--- src/rtl/fps_defs.svh ---
// How it works
// RQ1: Program: code 40h/10h, then address plus data
// RQ2: After program/erase setup, reads return status
// RQ3: Host polls status until b7 reports ready
// RQ4: Status b4 alone means program failure
// RQ5: LPC only: b1 flags protected block target
// RQ6: Status b3 flags invalid programming supply
// RQ7: Host clears status after error before next operation
// RQ8: Quad program: four consecutive addresses, A1:A0 only (host issues single-byte program only)
// RQ9: Erase: code 20h, then D0h at block
// RQ10: b4 and b5 together mean sequence error
// RQ11: b5 alone means block erase failure
// RQ12: Reset taken in 100ns idle, 30us active
// RQ13: Reset pin held low at least 100ns
// RQ14: LPC: wait 30us after reset release
// RQ15: Muxed: wait 50us after reset release
// RQ16: Write-locked block rejects program/erase, flags status
// RQ17: Erase without confirm code gives sequence error
`ifndef FPS_DEFS_SVH
`define FPS_DEFS_SVH

`define FPS_AW            21
`define FPS_BLK_W         16
`define FPS_PROG_CYC      250
`define FPS_ERASE_CYC     1000

`define FPS_CMD_PROG_A    8'h40
`define FPS_CMD_PROG_B    8'h10
`define FPS_CMD_ERASE     8'h20
`define FPS_CMD_CONFIRM   8'hD0
`define FPS_CMD_CLR       8'h50
`define FPS_CMD_RD_STAT   8'h70
`define FPS_CMD_RD_ARRAY  8'hFF
`define FPS_ARRAY_DATA    8'hFF

`define FPS_SR_READY      7
`define FPS_SR_ERASE      5
`define FPS_SR_PROG       4
`define FPS_SR_VPP        3
`define FPS_SR_PROT       1

`define FPS_CLK_NS        40
`define FPS_T_PULSE_NS    100
`define FPS_T_IDLE_RST_NS 100
`define FPS_T_ACT_RST_NS  30000
`define FPS_T_LPC_WAIT_NS 30000
`define FPS_T_MUX_WAIT_NS 50000
`define FPS_PULSE_CYC     ((`FPS_T_PULSE_NS + `FPS_CLK_NS - 1) / `FPS_CLK_NS)
`define FPS_IDLE_RST_CYC  (`FPS_T_IDLE_RST_NS / `FPS_CLK_NS)
`define FPS_ACT_RST_CYC   (`FPS_T_ACT_RST_NS / `FPS_CLK_NS)
`define FPS_LPC_WAIT_CYC  ((`FPS_T_LPC_WAIT_NS + `FPS_CLK_NS - 1) / `FPS_CLK_NS)
`define FPS_MUX_WAIT_CYC  ((`FPS_T_MUX_WAIT_NS + `FPS_CLK_NS - 1) / `FPS_CLK_NS)

`define FPS_OFF_CTRL      8'h00
`define FPS_OFF_ADDR      8'h04
`define FPS_OFF_DATA      8'h08
`define FPS_OFF_STAT      8'h0C
`define FPS_OFF_ISTAT     8'h10
`define FPS_OFF_ICLR      8'h14
`define FPS_OFF_IEN       8'h18

`define FPS_CTRL_PROG     0
`define FPS_CTRL_ERASE    1
`define FPS_CTRL_RESET    2
`define FPS_CTRL_LPC      3

`endif

--- src/rtl/fps_pkg.sv ---
package fps_pkg;
    typedef enum logic [2:0] {
        D_READY,
        D_PSETUP,
        D_ESETUP,
        D_BUSY
    } fps_dev_fsm_t;

    typedef enum logic [2:0] {
        H_RLOW,
        H_RWAIT,
        H_IDLE,
        H_CLR,
        H_C1,
        H_C2,
        H_POLL
    } fps_host_fsm_t;
endpackage

--- src/rtl/fps_if.sv ---
`timescale 1ns/1ns
`include "fps_defs.svh"
interface fps_if #(parameter int AW = `FPS_AW);
    logic          wr;
    logic          rd;
    logic [AW-1:0] addr;
    logic [7:0]    wdata;
    logic [7:0]    rdata;
    logic          ack;
    logic          reset_pin_n;
    logic          lpc_sel;
    logic          ready_busy_out;

    modport dev (input wr, rd, addr, wdata, reset_pin_n, lpc_sel,
                 output rdata, ack, ready_busy_out);
    modport host (output wr, rd, addr, wdata, reset_pin_n, lpc_sel,
                  input rdata, ack, ready_busy_out);
endinterface

--- src/rtl/fps_timer.sv ---
`timescale 1ns/1ns
module fps_timer #(
    parameter int          W    = 16,
    parameter logic [15:0] INIT = 16'h0000
) (
    input  wire logic         clk,
    input  wire logic         nrst,
    input  wire logic         load,
    input  wire logic [W-1:0] val,
    output logic              zero
);
    logic [W-1:0] cnt_reg;

    if (W < 2 || W > 16) begin : g_chk
        $error("fps_timer: W out of range");
    end

    assign zero = (cnt_reg == '0);

    always_ff @(posedge clk or negedge nrst) begin
        if (!nrst) begin
            cnt_reg <= INIT[W-1:0];
        end else if (load) begin
            cnt_reg <= val;
        end else if (!zero) begin
            cnt_reg <= cnt_reg - 1'b1;
        end
    end
endmodule

--- src/rtl/fps_host.sv ---
`timescale 1ns/1ns
`include "fps_defs.svh"
module fps_host import fps_pkg::*; #(
    parameter int AW = `FPS_AW
) (
    input  wire logic        REF_CLK,
    input  wire logic        NRST,
    input  wire logic        PSEL,
    input  wire logic        PENABLE,
    input  wire logic        PWRITE,
    input  wire logic [7:0]  PADDR,
    input  wire logic [31:0] PWDATA,
    output logic [31:0]      PRDATA,
    output logic             PREADY,
    output logic             PSLVERR,
    output logic             IRQ,
    fps_if.host              BUS
);
    if (AW < 2 || AW > 32) begin : g_chk
        $error("fps_host: AW out of range");
    end

    fps_host_fsm_t fsm_reg;
    logic          wr_reg;
    logic          rd_reg;
    logic [AW-1:0] baddr_reg;
    logic [7:0]    bdata_reg;
    logic          rpin_reg;
    logic          lpc_reg;
    logic          erase_reg;
    logic [AW-1:0] addr_reg;
    logic [7:0]    data_reg;
    logic [7:0]    sbyte_reg;
    logic [4:0]    err_reg;
    logic [1:0]    istat_reg;
    logic [1:0]    ien_reg;
    logic [31:0]   prdata_reg;
    logic          pslverr_reg;

    wire        setup   = PSEL & ~PENABLE;
    wire        apb_wr  = PSEL & PENABLE & PWRITE;
    wire        hit_ctl = (PADDR == `FPS_OFF_CTRL);
    wire        go_prog = apb_wr & hit_ctl & PWDATA[`FPS_CTRL_PROG];
    wire        go_ers  = apb_wr & hit_ctl & PWDATA[`FPS_CTRL_ERASE];
    wire        go_rst  = apb_wr & hit_ctl & PWDATA[`FPS_CTRL_RESET];
    wire        idle    = (fsm_reg == H_IDLE);
    wire        go      = idle & (go_prog | go_ers);
    wire        rst_ok  = (fsm_reg != H_RLOW) & (fsm_reg != H_RWAIT);
    wire        rst_go  = rst_ok & go_rst & ~go;
    wire        tmr_zero;
    wire        tmr_load;
    wire [15:0] tmr_val;
    wire [7:0]  sr      = BUS.rdata;
    wire        fin     = (fsm_reg == H_POLL) & BUS.ack & sr[`FPS_SR_READY]; // RQ3
    wire [4:0]  err_new;
    wire [1:0]  ev_set;
    wire        mapped;
    wire [31:0] rd_mux;
    wire [7:0]  first_cmd;

    // Error word: {prot, vpp, seq, erase, prog}
    assign err_new[0] = sr[`FPS_SR_PROG] & ~sr[`FPS_SR_ERASE]; // RQ4
    assign err_new[1] = sr[`FPS_SR_ERASE] & ~sr[`FPS_SR_PROG]; // RQ11
    assign err_new[2] = sr[`FPS_SR_PROG] & sr[`FPS_SR_ERASE]; // RQ10
    assign err_new[3] = sr[`FPS_SR_VPP]; // RQ6
    assign err_new[4] = sr[`FPS_SR_PROT] & lpc_reg; // RQ5

    assign ev_set    = {fin & (|err_new), fin};
    assign first_cmd = erase_reg ? `FPS_CMD_ERASE : `FPS_CMD_PROG_A;

    // Reset pulse length and the settle wait after release
    assign tmr_load = rst_go | ((fsm_reg == H_RLOW) & tmr_zero);
    assign tmr_val  = (fsm_reg == H_RLOW)
                    ? (lpc_reg ? 16'(`FPS_LPC_WAIT_CYC) : 16'(`FPS_MUX_WAIT_CYC)) // RQ14 RQ15
                    : 16'(`FPS_PULSE_CYC); // RQ13

    fps_timer #(.W(16), .INIT(16'(`FPS_PULSE_CYC))) u_tmr (
        .clk  (REF_CLK),
        .nrst (NRST),
        .load (tmr_load),
        .val  (tmr_val),
        .zero (tmr_zero)
    );

    assign BUS.wr          = wr_reg;
    assign BUS.rd          = rd_reg;
    assign BUS.addr        = baddr_reg;
    assign BUS.wdata       = bdata_reg;
    assign BUS.reset_pin_n = rpin_reg;
    assign BUS.lpc_sel     = lpc_reg;

    assign mapped = (PADDR == `FPS_OFF_CTRL) | (PADDR == `FPS_OFF_ADDR)
                  | (PADDR == `FPS_OFF_DATA) | (PADDR == `FPS_OFF_STAT)
                  | (PADDR == `FPS_OFF_ISTAT) | (PADDR == `FPS_OFF_ICLR)
                  | (PADDR == `FPS_OFF_IEN);

    assign rd_mux =
        (PADDR == `FPS_OFF_CTRL)  ? {28'h0000000, lpc_reg, 3'h0} :
        (PADDR == `FPS_OFF_ADDR)  ? 32'(addr_reg) :
        (PADDR == `FPS_OFF_DATA)  ? {24'h000000, data_reg} :
        (PADDR == `FPS_OFF_STAT)  ? {16'h0000, sbyte_reg, 2'h0, err_reg, ~idle} :
        (PADDR == `FPS_OFF_ISTAT) ? {30'h0, istat_reg} :
        (PADDR == `FPS_OFF_IEN)   ? {30'h0, ien_reg} :
        32'h00000000;

    assign PREADY  = 1'b1;
    assign PRDATA  = prdata_reg;
    assign PSLVERR = pslverr_reg;
    assign IRQ     = |(istat_reg & ien_reg);

    // Read data is latched in the setup cycle so it is stable in access
    always_ff @(posedge REF_CLK or negedge NRST) begin
        if (!NRST) begin
            prdata_reg  <= 32'h00000000;
            pslverr_reg <= 1'b0;
        end else if (setup) begin
            prdata_reg  <= PWRITE ? 32'h00000000 : rd_mux;
            pslverr_reg <= ~mapped;
        end
    end

    always_ff @(posedge REF_CLK or negedge NRST) begin
        if (!NRST) begin
            lpc_reg  <= 1'b0;
            addr_reg <= '0;
            data_reg <= 8'h00;
            ien_reg  <= 2'h0;
        end else if (apb_wr) begin
            if (hit_ctl) begin
                lpc_reg <= PWDATA[`FPS_CTRL_LPC];
            end
            if (PADDR == `FPS_OFF_ADDR) begin
                addr_reg <= PWDATA[AW-1:0];
            end
            if (PADDR == `FPS_OFF_DATA) begin
                data_reg <= PWDATA[7:0];
            end
            if (PADDR == `FPS_OFF_IEN) begin
                ien_reg <= PWDATA[1:0];
            end
        end
    end

    // A new event wins over a clear in the same cycle
    always_ff @(posedge REF_CLK or negedge NRST) begin
        if (!NRST) begin
            istat_reg <= 2'h0;
        end else if (apb_wr && PADDR == `FPS_OFF_ICLR) begin
            istat_reg <= (istat_reg & ~PWDATA[1:0]) | ev_set;
        end else begin
            istat_reg <= istat_reg | ev_set;
        end
    end

    // Requests are held until ack; a reset request aborts any operation, but in H_IDLE a start written with it wins and the reset is dropped
    always_ff @(posedge REF_CLK or negedge NRST) begin
        if (!NRST) begin
            fsm_reg   <= H_RLOW;
            rpin_reg  <= 1'b0;
            wr_reg    <= 1'b0;
            rd_reg    <= 1'b0;
            baddr_reg <= '0;
            bdata_reg <= 8'h00;
            erase_reg <= 1'b0;
            sbyte_reg <= 8'h00;
            err_reg   <= 5'h00;
        end else if (rst_go) begin
            rpin_reg <= 1'b0;
            wr_reg   <= 1'b0;
            rd_reg   <= 1'b0;
            fsm_reg  <= H_RLOW;
        end else begin
            case (fsm_reg)
                H_RLOW: begin
                    if (tmr_zero) begin
                        rpin_reg <= 1'b1; // RQ13
                        fsm_reg  <= H_RWAIT;
                    end
                end
                H_RWAIT: begin
                    if (tmr_zero) begin
                        fsm_reg <= H_IDLE; // RQ14 RQ15
                    end
                end
                H_IDLE: begin
                    if (go) begin
                        // Single-byte program only; quad sequence is never issued
                        erase_reg <= go_ers; // RQ8
                        wr_reg    <= 1'b1;
                        baddr_reg <= addr_reg;
                        if (|err_reg) begin
                            bdata_reg <= `FPS_CMD_CLR; // RQ7
                            fsm_reg   <= H_CLR;
                        end else begin
                            bdata_reg <= go_ers ? `FPS_CMD_ERASE : `FPS_CMD_PROG_A;
                            fsm_reg   <= H_C1;
                        end
                    end
                end
                H_CLR: begin
                    if (BUS.ack) begin
                        err_reg   <= 5'h00; // RQ7
                        bdata_reg <= first_cmd;
                        fsm_reg   <= H_C1;
                    end
                end
                H_C1: begin
                    if (BUS.ack) begin
                        bdata_reg <= erase_reg ? `FPS_CMD_CONFIRM : data_reg; // RQ1 RQ9
                        fsm_reg   <= H_C2;
                    end
                end
                H_C2: begin
                    if (BUS.ack) begin
                        wr_reg  <= 1'b0;
                        rd_reg  <= 1'b1;
                        fsm_reg <= H_POLL;
                    end
                end
                H_POLL: begin
                    if (fin) begin
                        rd_reg    <= 1'b0; // RQ3
                        sbyte_reg <= sr;
                        err_reg   <= err_new;
                        fsm_reg   <= H_IDLE;
                    end
                end
                default: fsm_reg <= H_IDLE;
            endcase
        end
    end
endmodule

--- src/flat_wrapper.sv ---
// flat-port wrapper written by rule: the top's interface ports become plain ports
module fps_host_flat import fps_pkg::*;
#(
    parameter int AW = `FPS_AW
)
  (REF_CLK, NRST, PSEL, PENABLE, PWRITE, PADDR, PWDATA, PRDATA, PREADY, PSLVERR, IRQ, BUS_wr, BUS_rd, BUS_addr, BUS_wdata, BUS_reset_pin_n, BUS_lpc_sel, BUS_rdata, BUS_ack, BUS_ready_busy_out);
  fps_if #(.AW(AW)) BUS_i ();
  input  wire logic REF_CLK;
  input  wire logic NRST;
  input  wire logic PSEL;
  input  wire logic PENABLE;
  input  wire logic PWRITE;
  input  wire logic [7:0] PADDR;
  input  wire logic [31:0] PWDATA;
  output logic [31:0] PRDATA;
  output logic PREADY;
  output logic PSLVERR;
  output logic IRQ;
  output wire logic [$bits(BUS_i.wr)-1:0] BUS_wr;
  output wire logic [$bits(BUS_i.rd)-1:0] BUS_rd;
  output wire logic [$bits(BUS_i.addr)-1:0] BUS_addr;
  output wire logic [$bits(BUS_i.wdata)-1:0] BUS_wdata;
  output wire logic [$bits(BUS_i.reset_pin_n)-1:0] BUS_reset_pin_n;
  output wire logic [$bits(BUS_i.lpc_sel)-1:0] BUS_lpc_sel;
  input wire logic [$bits(BUS_i.rdata)-1:0] BUS_rdata;
  input wire logic [$bits(BUS_i.ack)-1:0] BUS_ack;
  input wire logic [$bits(BUS_i.ready_busy_out)-1:0] BUS_ready_busy_out;
  assign BUS_wr = BUS_i.wr;
  assign BUS_rd = BUS_i.rd;
  assign BUS_addr = BUS_i.addr;
  assign BUS_wdata = BUS_i.wdata;
  assign BUS_reset_pin_n = BUS_i.reset_pin_n;
  assign BUS_lpc_sel = BUS_i.lpc_sel;
  assign BUS_i.rdata = BUS_rdata;
  assign BUS_i.ack = BUS_ack;
  assign BUS_i.ready_busy_out = BUS_ready_busy_out;
  fps_host #(.AW(AW)) u_core (.REF_CLK(REF_CLK), .NRST(NRST), .PSEL(PSEL), .PENABLE(PENABLE), .PWRITE(PWRITE), .PADDR(PADDR), .PWDATA(PWDATA), .PRDATA(PRDATA), .PREADY(PREADY), .PSLVERR(PSLVERR), .IRQ(IRQ), .BUS(BUS_i));
endmodule
--- config.mk ---
export PLATFORM = sky130hd
export DESIGN_NAME = fps_host_flat
export DESIGN_NICKNAME = d
export VERILOG_FILES = /design/src/rtl/fps_pkg.sv /design/src/rtl/fps_if.sv /design/src/rtl/fps_timer.sv /design/src/rtl/fps_host.sv /design/src/flat_wrapper.sv
export VERILOG_INCLUDE_DIRS = /design/src /design/src/rtl
export SDC_FILE = /design/constraint.sdc
export NUM_CORES = 1
export LEC_CHECK = 0
export BUFFER_PORTS_ARGS = -buffer_cell sky130_fd_sc_hd__buf_2
export CORE_UTILIZATION = 50
export DETAILED_ROUTE_END_ITERATION = 7
export PLACE_DENSITY_LB_ADDON = 0.15
export SETUP_SLACK_MARGIN = 0.15
export SLEW_MARGIN = 20
export SYNTH_ARGS = -nofsm -noshare
export SYNTH_HDL_FRONTEND = slang
export SYNTH_SLANG_ARGS = --single-unit
--- constraint.sdc ---
create_clock -name REF_CLK -period 5.01 [get_ports REF_CLK]
set_input_delay 0.7515 -clock REF_CLK [delete_from_list [all_inputs] [get_ports REF_CLK]]
set_output_delay 0.7515 -clock REF_CLK [all_outputs]
set_load 0.005 [all_outputs]
==> flow_metrics.env, run 1 <==
export IMPL_cts_buffers=17
export IMPL_path_class="in2reg"
export IMPL_finalSetupViolCount=0
export IMPL_postCtsSetupRepairBufs=0
export IMPL_cp_end_kind="flip-flop"
export IMPL_die_x_um=110
export IMPL_grt_max_degree=62
export IMPL_switching_share_pct=28.0
export IMPL_p_leak_nw=3.56
export IMPL_root_buffer="clkbuf_16"
export IMPL_path_clk_slew_ns=0.05
export IMPL_clock_skew_ns=0.00790
export IMPL_grtUsageMet1_pct=31.6
export IMPL_yosysTopAreaCell="dfrtp_1"
export IMPL_synth_seq_cells=121
export IMPL_pwr_share_clk_pct=41.1
export IMPL_dp_hpwl_um=9420
export IMPL_hold_path_class="in2async"
export IMPL_layout_common_cells="dfrtp_1, buf_2, mux2_2"
export IMPL_p_switching_mw=0.785
export IMPL_power_frac_comb_pct=15.7
export IMPL_wirelength_um=13700
export IMPL_clkSinkCount=121
export IMPL_rsz0062_at_grt="false"
export IMPL_cp_data_arrival_time_ns=3.22
export IMPL_port_buffers=98
export IMPL_grtUsageMet2_pct=38.6
export IMPL_syn_area_mm2=0.00583
export IMPL_core_area_mm2=0.0114
export IMPL_synth_ff_type="dfrtp_1"
export IMPL_synth_edff_count=0
export IMPL_synth_area_per_cell_um2=11.5
export IMPL_fin_ws_ns=2.08
export IMPL_yosysTopAreaCellShare_pct=51.1
export IMPL_use_met3_pct=6.06
export IMPL_period_share_pct=58.5
export IMPL_yosysSeqAreaShare_pct=52.0
export IMPL_p_int_mw=2.02
export IMPL_overflow=0
export IMPL_die_h_um=110
export IMPL_status="complete, no violations"
export IMPL_dr_pass1_iters=7
export IMPL_fin_tns_setup_ns=0
export IMPL_fillCellCount=962
export IMPL_whs_ns=0.441
export IMPL_crit_path_start_kind="input pin"
export IMPL_synth_area_top_cells="dfrtp_1, mux2_2, mux2_4, mux2i_1, nand2_1"
export IMPL_design_area_mm2=0.00689
export IMPL_synthToLayoutAreaGrowth_pct=18.2
export IMPL_drive_above_1_share_pct=32.7
export IMPL_critPathRequiredTime_ns=5.30
export IMPL_final_common_cell="dfrtp_1"
export IMPL_power_frac_seq_pct=43.2
export IMPL_post_drt_via_cell_ratio=5.70
export IMPL_grt_busiest_layer="met2"
export IMPL_ys_warn_count=0
export IMPL_h_tree_depth=4
export IMPL_post_cts_resized=0
export IMPL_max_slew_margin_pct=30.5
export IMPL_pre_cts_slack_ns=1.66
export IMPL_wire_per_inst_um=18.0
export IMPL_fmax_ghz=0.341
export IMPL_ioPinCount=123
export IMPL_dieArea_mm2=0.0121
export IMPL_ir_drop_mv=0.286
export IMPL_layout_nets=660
export IMPL_clk_latency_ns=0.41
export IMPL_rows=39
export IMPL_drt_iter0_drc=350
export IMPL_start_util_pct=51.3
export IMPL_ant_nets=0
export IMPL_cap_violations=0
export IMPL_dp_cells=727
export IMPL_dr_total_vias=4317
export IMPL_placedInstanceArea_mm2=0.00634
export IMPL_antenna_found_initial=1
export IMPL_fin_cells=758
export IMPL_layout_min_cycle_time_ns=2.93
export IMPL_grt_use_total_pct=24.1
export IMPL_finalHoldViolCount=0
export IMPL_ctsHoldBuffers=0
export IMPL_worstMarginPinSlew_ns=1.04
export IMPL_clock_tree_buffer_depth=2
export IMPL_grt_pass1_vias=4130
export IMPL_syn_inst=507
export IMPL_drv_slew=0
export IMPL_synth_distinct_cells=66
export IMPL_grt_pass1_wl_um=21500
export IMPL_finalWeightedCongestion=0.855
export IMPL_p_per_area_mw_per_mm2=406
export IMPL_drc=0
export IMPL_cts_tree="done"
export IMPL_ys_async_sr_fraction_pct=100
export IMPL_crit_path_max_fanout=20
## cells in the mapped netlist (all sizes together), types with 2 or more instances
library cell	count
ha	2
mux2	63
nand2b	11
o21a	2
nor4	10
and2	4
nand2	33
a32o	3
a211oi	5
and4	2
inv	28
a21o	4
o31ai	2
dfstp	2
conb	2
nor2b	3
buf	22
a22o	7
a222oi	10
a21oi	19
xor2	2
a31oi	2
nand3	9
a32oi	2
mux2i	13
dfrtp	119
or3	6
nor3	18
nor3b	5
o21ai	22
and3	4
or2	3
clkbuf	14
nor2	23
nand4b	2
or4	4
nand4	2
a2111oi	2
and3b	2
xnor2	6
a221o	2
## kinds of logic after synthesis
kind of cell	synth area share, %
simple gates	14.2
flops	52.0
compound gates	10.6
mux	15.6
buf+inv	5.90
xor+xnor	1.20
fa+ha+maj	0.429
other cells	0.129
## worst max-delay path: stages
cell	delay, ns
buf_2	0.23
nor4_1	0.53
and3b_1	0.36
and2_1	0.60
a21o_1	0.39
mux2_1	0.36
## metal layers
layer,routed length [um],up-vias
met5,0,-
met4,93,0
met2,6880,152
met1,5980,2153
met3,720,6
li1,-,2006
## metrics by stage
step	utilization, %	total power [mW]
final	60.6	2.80
after global routing	60.6	2.94
after CTS	60.6	2.82
after detailed placement	55.8	1.66
after global placement	55.8	1.64
after floorplan	-	1.51
## cell type report
type / instances / area [um2] / share of cell area [%]
sequential: 121 / 3030 / 44.0
inverter: 28 / 105 / 1.52
clock inverter: 9 / 101 / 1.47
tap: 143 / 179 / 2.60
timing repair buffer: 103 / 531 / 7.70
multi-input combinational: 332 / 2490 / 36.2
clock buffer: 21 / 450 / 6.53
antenna: 1 / 2.50 / 0.0363
## power by group through the flow
stage,Sequential [mW],Combinational (mW),Clock [mW]
detailed placement,1.22,0.437,0
global placement,1.21,0.425,0
global route,1.23,0.495,1.22
floorplan,1.17,0.345,0
finish,1.21,0.440,1.15
CTS,1.21,0.440,1.18
## worst paths after layout
| path | startpoint | endpoint | slack, ns | cells after the start |
|---|---|---|---|---|
| max | PADDR[2] | u_core.BUS.wdata[6]$_DFFE_PN0P_ | 2.08 | 6 |
| min | NRST | u_core.fsm_reg[1]$_DFFE_PN0P_ | 0.44 | 1 |
| max reg2reg | u_core.fsm_reg[1]$_DFFE_PN0P_ | u_core.BUS.wdata[6]$_DFFE_PN0P_ | 2.18 | 5 |
| min reg2reg | u_core.sbyte_reg[7]$_DFFE_PN0P_ | u_core.sbyte_reg[7]$_DFFE_PN0P_ | 0.47 | 1 |
| max in group asynchronous | NRST | u_core.BUS.addr[20]$_DFFE_PN0P_ | 3.65 | 2 |
| min in group REF_CLK | u_core.sbyte_reg[7]$_DFFE_PN0P_ | u_core.sbyte_reg[7]$_DFFE_PN0P_ | 0.47 | 1 |
No activity file was read; power rests on OpenSTA's default activity.
==> run 2: changes to the inputs <==
ABC_AREA = 1   (was unset)
clock period = 2.7 ns   (was 5.01 ns; I/O delays follow)
==> flow_metrics.env, run 2 <==
export IMPL_status="complete, no violations"
export IMPL_pre_cts_slack_ns=0.595
export IMPL_drv_slew=0
export IMPL_grt_max_degree=55
export IMPL_r2r_start="u_core.fsm_reg[2]$_DFFE_PN0P_"
export IMPL_ctsHoldBuffers=0
export IMPL_worstMarginPinSlew_ns=0.688
export IMPL_p_leak_nw=3.76
export IMPL_p_per_area_mw_per_mm2=783
export IMPL_diodes=0
export IMPL_synth_area_per_cell_um2=8.25
export IMPL_p_switching_mw=1.68
export IMPL_die_x_um=110
export IMPL_start_util_pct=51.2
export IMPL_fin_tns_setup_ns=0
export IMPL_ioPinCount=123
export IMPL_max_slew_margin_pct=54.1
export IMPL_dieArea_mm2=0.0121
export IMPL_ant_nets=0
export IMPL_r2r_slack_ns=0.69
export IMPL_fin_ws_ns=0.692
export IMPL_clkSinkCount=121
export IMPL_critPathRequiredTime_ns=2.99
export IMPL_synth_area_top_cells="dfrtp_1, nand2_1, o21ai_0, inv_1, nor2_1"
export IMPL_h_tree_depth=4
export IMPL_antenna_found_initial=0
export IMPL_fillCellCount=1041
export IMPL_cts_tree="done"
export IMPL_fmax_ghz=0.498
export IMPL_p_int_mw=3.83
export IMPL_dr_total_vias=4972
export IMPL_final_common_cell="nand2_1"
export IMPL_cap_violations=0
export IMPL_rsz0062_at_grt="false"
export IMPL_clock_skew_ns=0.00789
export IMPL_crit_path_max_fanout=35
export IMPL_yosysMostFrequentCell="nand2_1"
export IMPL_rr_endpoint="u_core.erase_reg$_DFFE_PN0P_"
export IMPL_clk_latency_ns=0.42
export IMPL_synth_ff_type="dfrtp_1"
export IMPL_r2r_cells=7
export IMPL_power_frac_comb_pct=20.5
export IMPL_port_buffers=98
export IMPL_netlist_top_cells_count="nand2_1, dfrtp_1, inv_1"
export IMPL_cts_buffers=17
export IMPL_yosysTopAreaCellShare_pct=51.0
export IMPL_hold_path_class="in2async"
export IMPL_root_buffer="clkbuf_16"
export IMPL_die_h_um=110
export IMPL_syn_inst=708
export IMPL_ys_warn_count=0
export IMPL_switching_share_pct=30.5
export IMPL_crit_slowest_cell="dfrtp_1"
export IMPL_core_area_mm2=0.0114
export IMPL_syn_area_mm2=0.00584
export IMPL_post_cts_resized=0
export IMPL_power_frac_seq_pct=40.0
export IMPL_postCtsSetupRepairBufs=0
export IMPL_ys_async_sr_fraction_pct=100
export IMPL_wire_per_inst_um=14.0
export IMPL_grt_pass1_vias=4620
export IMPL_drc=0
export IMPL_drt_iter0_drc=319
export IMPL_clock_tree_buffer_depth=2
export IMPL_post_drt_via_cell_ratio=5.11
export IMPL_synth_distinct_cells=42
export IMPL_grt_pass1_wl_um=21900
export IMPL_finalHoldViolCount=0
export IMPL_layout_min_cycle_time_ns=2.01
export IMPL_finalWeightedCongestion=0.893
export IMPL_layout_nets=874
export IMPL_overflow=0
export IMPL_path_class="reg2reg"
export IMPL_rows=39
export IMPL_period_share_pct=74.4
export IMPL_layout_common_cells="nand2_1, dfrtp_1, buf_2"
export IMPL_synth_edff_count=0
export IMPL_critical_path_max_stage_delay_ns=0.41
export IMPL_cp_data_arrival_time_ns=2.30
export IMPL_path_clk_slew_ns=0.05
export IMPL_fin_util_pct=61.7
export IMPL_p_total_mw=5.52
export IMPL_grt_use_total_pct=24.4
export IMPL_crit_path_start_kind="flip-flop"
export IMPL_synthToLayoutAreaGrowth_pct=20.6
export IMPL_crit_chain="inv_2 -> nand2_1 -> nor2_2 -> nand4_4 -> buf_4 -> inv_1 -> o22ai_1"
export IMPL_synth_seq_cells=121
export IMPL_drive_above_1_share_pct=21.2
export IMPL_wirelength_um=13600
export IMPL_dp_hpwl_um=10200
export IMPL_yosysTopAreaCell="dfrtp_1"
export IMPL_pwr_share_clk_pct=39.5
export IMPL_dr_pass1_iters=5
export IMPL_yosysSeqAreaShare_pct=51.9
export IMPL_ir_drop_mv=0.453
export IMPL_cp_end_kind="flip-flop"
export IMPL_finalSetupViolCount=0
[run 2: power by group through the flow]
stage	clock network (mW)	logic [mW]	registers [mW]
finish	2.18	1.13	2.21
global route	2.30	1.31	2.23
CTS	2.22	1.14	2.20
detailed placement	0	1.14	2.23
global placement	0	1.11	2.23
floorplan	0	0.863	2.19
[run 2: how the worst max path moves through the flow]
stage                                              from                              end  slack (ns)
final                     u_core.fsm_reg[2]$_DFFE_PN0P_     u_core.erase_reg$_DFFE_PN0P_        0.69
after global routing      u_core.fsm_reg[2]$_DFFE_PN0P_     u_core.erase_reg$_DFFE_PN0P_        0.54
after CTS                 u_core.fsm_reg[2]$_DFFE_PN0P_     u_core.erase_reg$_DFFE_PN0P_        0.70
after detailed placement                       PADDR[7]     u_core.erase_reg$_DFFE_PN0P_        0.60
after global placement                         PADDR[7]     u_core.erase_reg$_DFFE_PN0P_        0.62
after floorplan                                PADDR[7]  u_core.sbyte_reg[7]$_DFFE_PN0P_        1.04
[run 2: metal layers]
layer	vias to the layer above	track usage (%)	share of wire, %	wire length (um)
met5	-	0	0	0
met4	0	8.74	1.3	171
met3	18	6.53	5.2	706
met2	149	36.7	45	6140
met1	2321	34.0	49	6620
li1	2484	-	-	-
[run 2: cell families after synthesis]
logic type	share of synthesized area, %
flops	51.9
xor+xnor	1.50
buf+inv	7.13
simple gates	27.0
compound gates	11.9
other cells	0.129
fa+ha+maj	0.428
[run 2: metrics by stage]
stage,cell area [um2],cells,hold WS [ns]
floorplan,5880,718,0.109
global placement,6460,941,0.457
detailed placement,6460,941,0.459
CTS,7050,973,0.0442
global route,7050,973,0.0742
finish,7050,973,0.0221
[run 2: final cells by class]
cell class / instances / area, um2 / share of cell area (%)
Timing Repair Buffer: 104 / 551 / 7.81
Tap cell: 143 / 179 / 2.54
Inverter: 72 / 273 / 3.87
Clock inverter: 6 / 61.3 / 0.870
Multi-Input combinational cell: 501 / 2430 / 34.5
Clock buffer: 26 / 519 / 7.37
Sequential cell: 121 / 3030 / 43.0
[run 2: worst max-delay path, delay by kind of cell, from the launching register on]
kind                   cells  cell delay (ns)
and+or+nand+nor            3             0.63
DFF                        1             0.41
AOI/OAI and AO/OA          1             0.11
buffers and inverters      3             0.71
==> run 3: changes to the inputs <==
clock period = 1.8 ns   (was 2.7 ns; I/O delays follow)
==> flow_metrics.env, run 3 (same netlist as run 2, synthesis figures left out) <==
export IMPL_final_common_cell="nand2_1"
export IMPL_cap_violations=0
export IMPL_r2r_slack_ns=0.09
export IMPL_grt_use_total_pct=26.3
export IMPL_crit_path_start_kind="flip-flop"
export IMPL_dr_total_vias=5337
export IMPL_layout_common_cells="nand2_1, dfrtp_1, buf_2"
export IMPL_period_share_pct=95.2
export IMPL_die_x_um=110
export IMPL_port_buffers=98
export IMPL_finalSetupViolCount=0
export IMPL_p_per_area_mw_per_mm2=1190
export IMPL_synthToLayoutAreaGrowth_pct=34.1
export IMPL_grt_pass1_wl_um=23700
export IMPL_drt_iter0_drc=347
export IMPL_fin_tns_setup_ns=0
export IMPL_drc=0
export IMPL_die_h_um=110
export IMPL_fmax_ghz=0.583
export IMPL_ir_drop_mv=0.822
export IMPL_clock_skew_ns=0.00316
export IMPL_wirelength_um=15600
export IMPL_finalWeightedCongestion=0.924
export IMPL_path_class="reg2reg"
export IMPL_rsz0062_at_grt="true"
export IMPL_rows=39
export IMPL_wire_per_inst_um=15.1
export IMPL_r2r_cells=10
export IMPL_clkSinkCount=121
export IMPL_rr_endpoint="u_core.sbyte_reg[0]$_DFFE_PN0P_"
export IMPL_overflow=0
export IMPL_worstMarginPinSlew_ns=0.530
export IMPL_drv_slew=0
export IMPL_dp_hpwl_um=10800
export IMPL_start_util_pct=51.2
export IMPL_core_area_mm2=0.0114
export IMPL_crit_path_max_fanout=6
export IMPL_cp_end_kind="flip-flop"
export IMPL_clk_latency_ns=0.41
export IMPL_critPathLaunch="u_core.fsm_reg[2]$_DFFE_PN0P_"
export IMPL_finalHoldViolCount=0
export IMPL_clock_tree_buffer_depth=2
export IMPL_cts_buffers=17
export IMPL_diodes=0
export IMPL_cp_endpoint="u_core.sbyte_reg[0]$_DFFE_PN0P_"
export IMPL_cts_tree="done"
export IMPL_p_leak_nw=4.08
export IMPL_path_clk_slew_ns=0.05
export IMPL_grt_pass1_vias=4916
export IMPL_ioPinCount=123
export IMPL_drive_above_1_share_pct=31.6
export IMPL_r2r_start="u_core.fsm_reg[2]$_DFFE_PN0P_"
export IMPL_hold_path_class="in2reg"
export IMPL_ant_nets=0
export IMPL_critPathRequiredTime_ns=2.15
export IMPL_root_buffer="clkbuf_16"
export IMPL_dieArea_mm2=0.0121
export IMPL_cp_data_arrival_time_ns=2.07
export IMPL_p_total_mw=9.30
export IMPL_h_tree_depth=4
export IMPL_status="complete, no violations"
export IMPL_max_slew_margin_pct=64.7
export IMPL_layout_nets=934
export IMPL_grt_max_degree=43
export IMPL_antenna_found_initial=0
export IMPL_post_drt_via_cell_ratio=5.17
export IMPL_dr_pass1_iters=5
export IMPL_layout_min_cycle_time_ns=1.71
[run 3: cell count changes in the layout (fill, tap and decap cells not counted), sizes merged]
cell,delta
clkinvlp,+1
nand2,+2
inv,-1
buf,+56
clkinv,-2
dlygate4sd3,+1
bufinv,+2
o21ai,+1
[run 3: area by class of cell]
type                    count  area (um2)
repair buffers            161        1040
fillers                   951        3590
clock buffers              26         499
clock inverters             6         111
multi-input cells         504        2690
flip-flops and latches    121        3030
well taps                 143         179
inverters                  72         282
[run 3: worst min path at each step]
| stage | startpoint | end | slack, ns | depth (start not counted) |
|---|---|---|---|---|
| floorplan | NRST | u_core.BUS.addr[0]$_DFFE_PN0P_ | -0.03 | 0 |
| global placement | NRST | u_core.PRDATA[16]$_DFFE_PN0P_ | 0.27 | 1 |
| detailed placement | NRST | u_core.BUS.addr[18]$_DFFE_PN0P_ | 0.28 | 1 |
| CTS | BUS_rdata[2] | u_core.sbyte_reg[2]$_DFFE_PN0P_ | 0.05 | 3 |
| global route | BUS_rdata[6] | u_core.sbyte_reg[6]$_DFFE_PN0P_ | 0.07 | 3 |
| finish | BUS_rdata[2] | u_core.sbyte_reg[2]$_DFFE_PN0P_ | 0.06 | 3 |
[run 3: per-stage QoR]
stage | util, % | instance area [um2] | setup WS, ns | cells | hold WS (ns)
after floorplan | - | 5880 | 0.223 | 718 | -0.0256
after global routing | 68.6 | 7830 | -0.0127 | 1033 | 0.0692
after CTS | 65.5 | 7470 | 0.112 | 1015 | 0.0453
after detailed placement | 59.3 | 6770 | -0.0664 | 978 | 0.279
after global placement | 59.3 | 6770 | 0.0226 | 978 | 0.273
final | 68.6 | 7830 | 0.0855 | 1033 | 0.0559
[run 3: critical path: stages, from the launching register on]
cell	delay (ns)
dfrtp_1	0.43
inv_2	0.13
nand2_2	0.07
nor2_4	0.16
nand4_4	0.19
nand2_8	0.18
inv_4	0.06
nor2_8	0.18
buf_12	0.12
nand2_1	0.05
nand2_1	0.07
[run 3: where the power goes]
group | leakage, nW | total [mW] | internal, mW | switching [mW]
registers | 1.56 | 3.34 | 3.05 | 0.294
logic | 2.23 | 2.47 | 1.04 | 1.44
clock network | 0.295 | 3.48 | 2.32 | 1.16
[run 3: repair_timing]
item | in CTS | in global routing
setup endpoints to repair | 39 | 48
hold endpoints to repair | 32 | 0
resized for setup | 13 | 63
hold buffers | 1 | 0
buffers inserted | 4 | 15
pin swaps | 3 | 31
cloned | 0 | 3
[run 3: routing by layer]
layer	wire length [um]	track usage (%)	up-vias
met5	0	0	-
met4	356	12.6	0
met3	932	5.35	31
met2	7200	41.2	170
met1	7070	35.1	2532
li1	-	-	2604
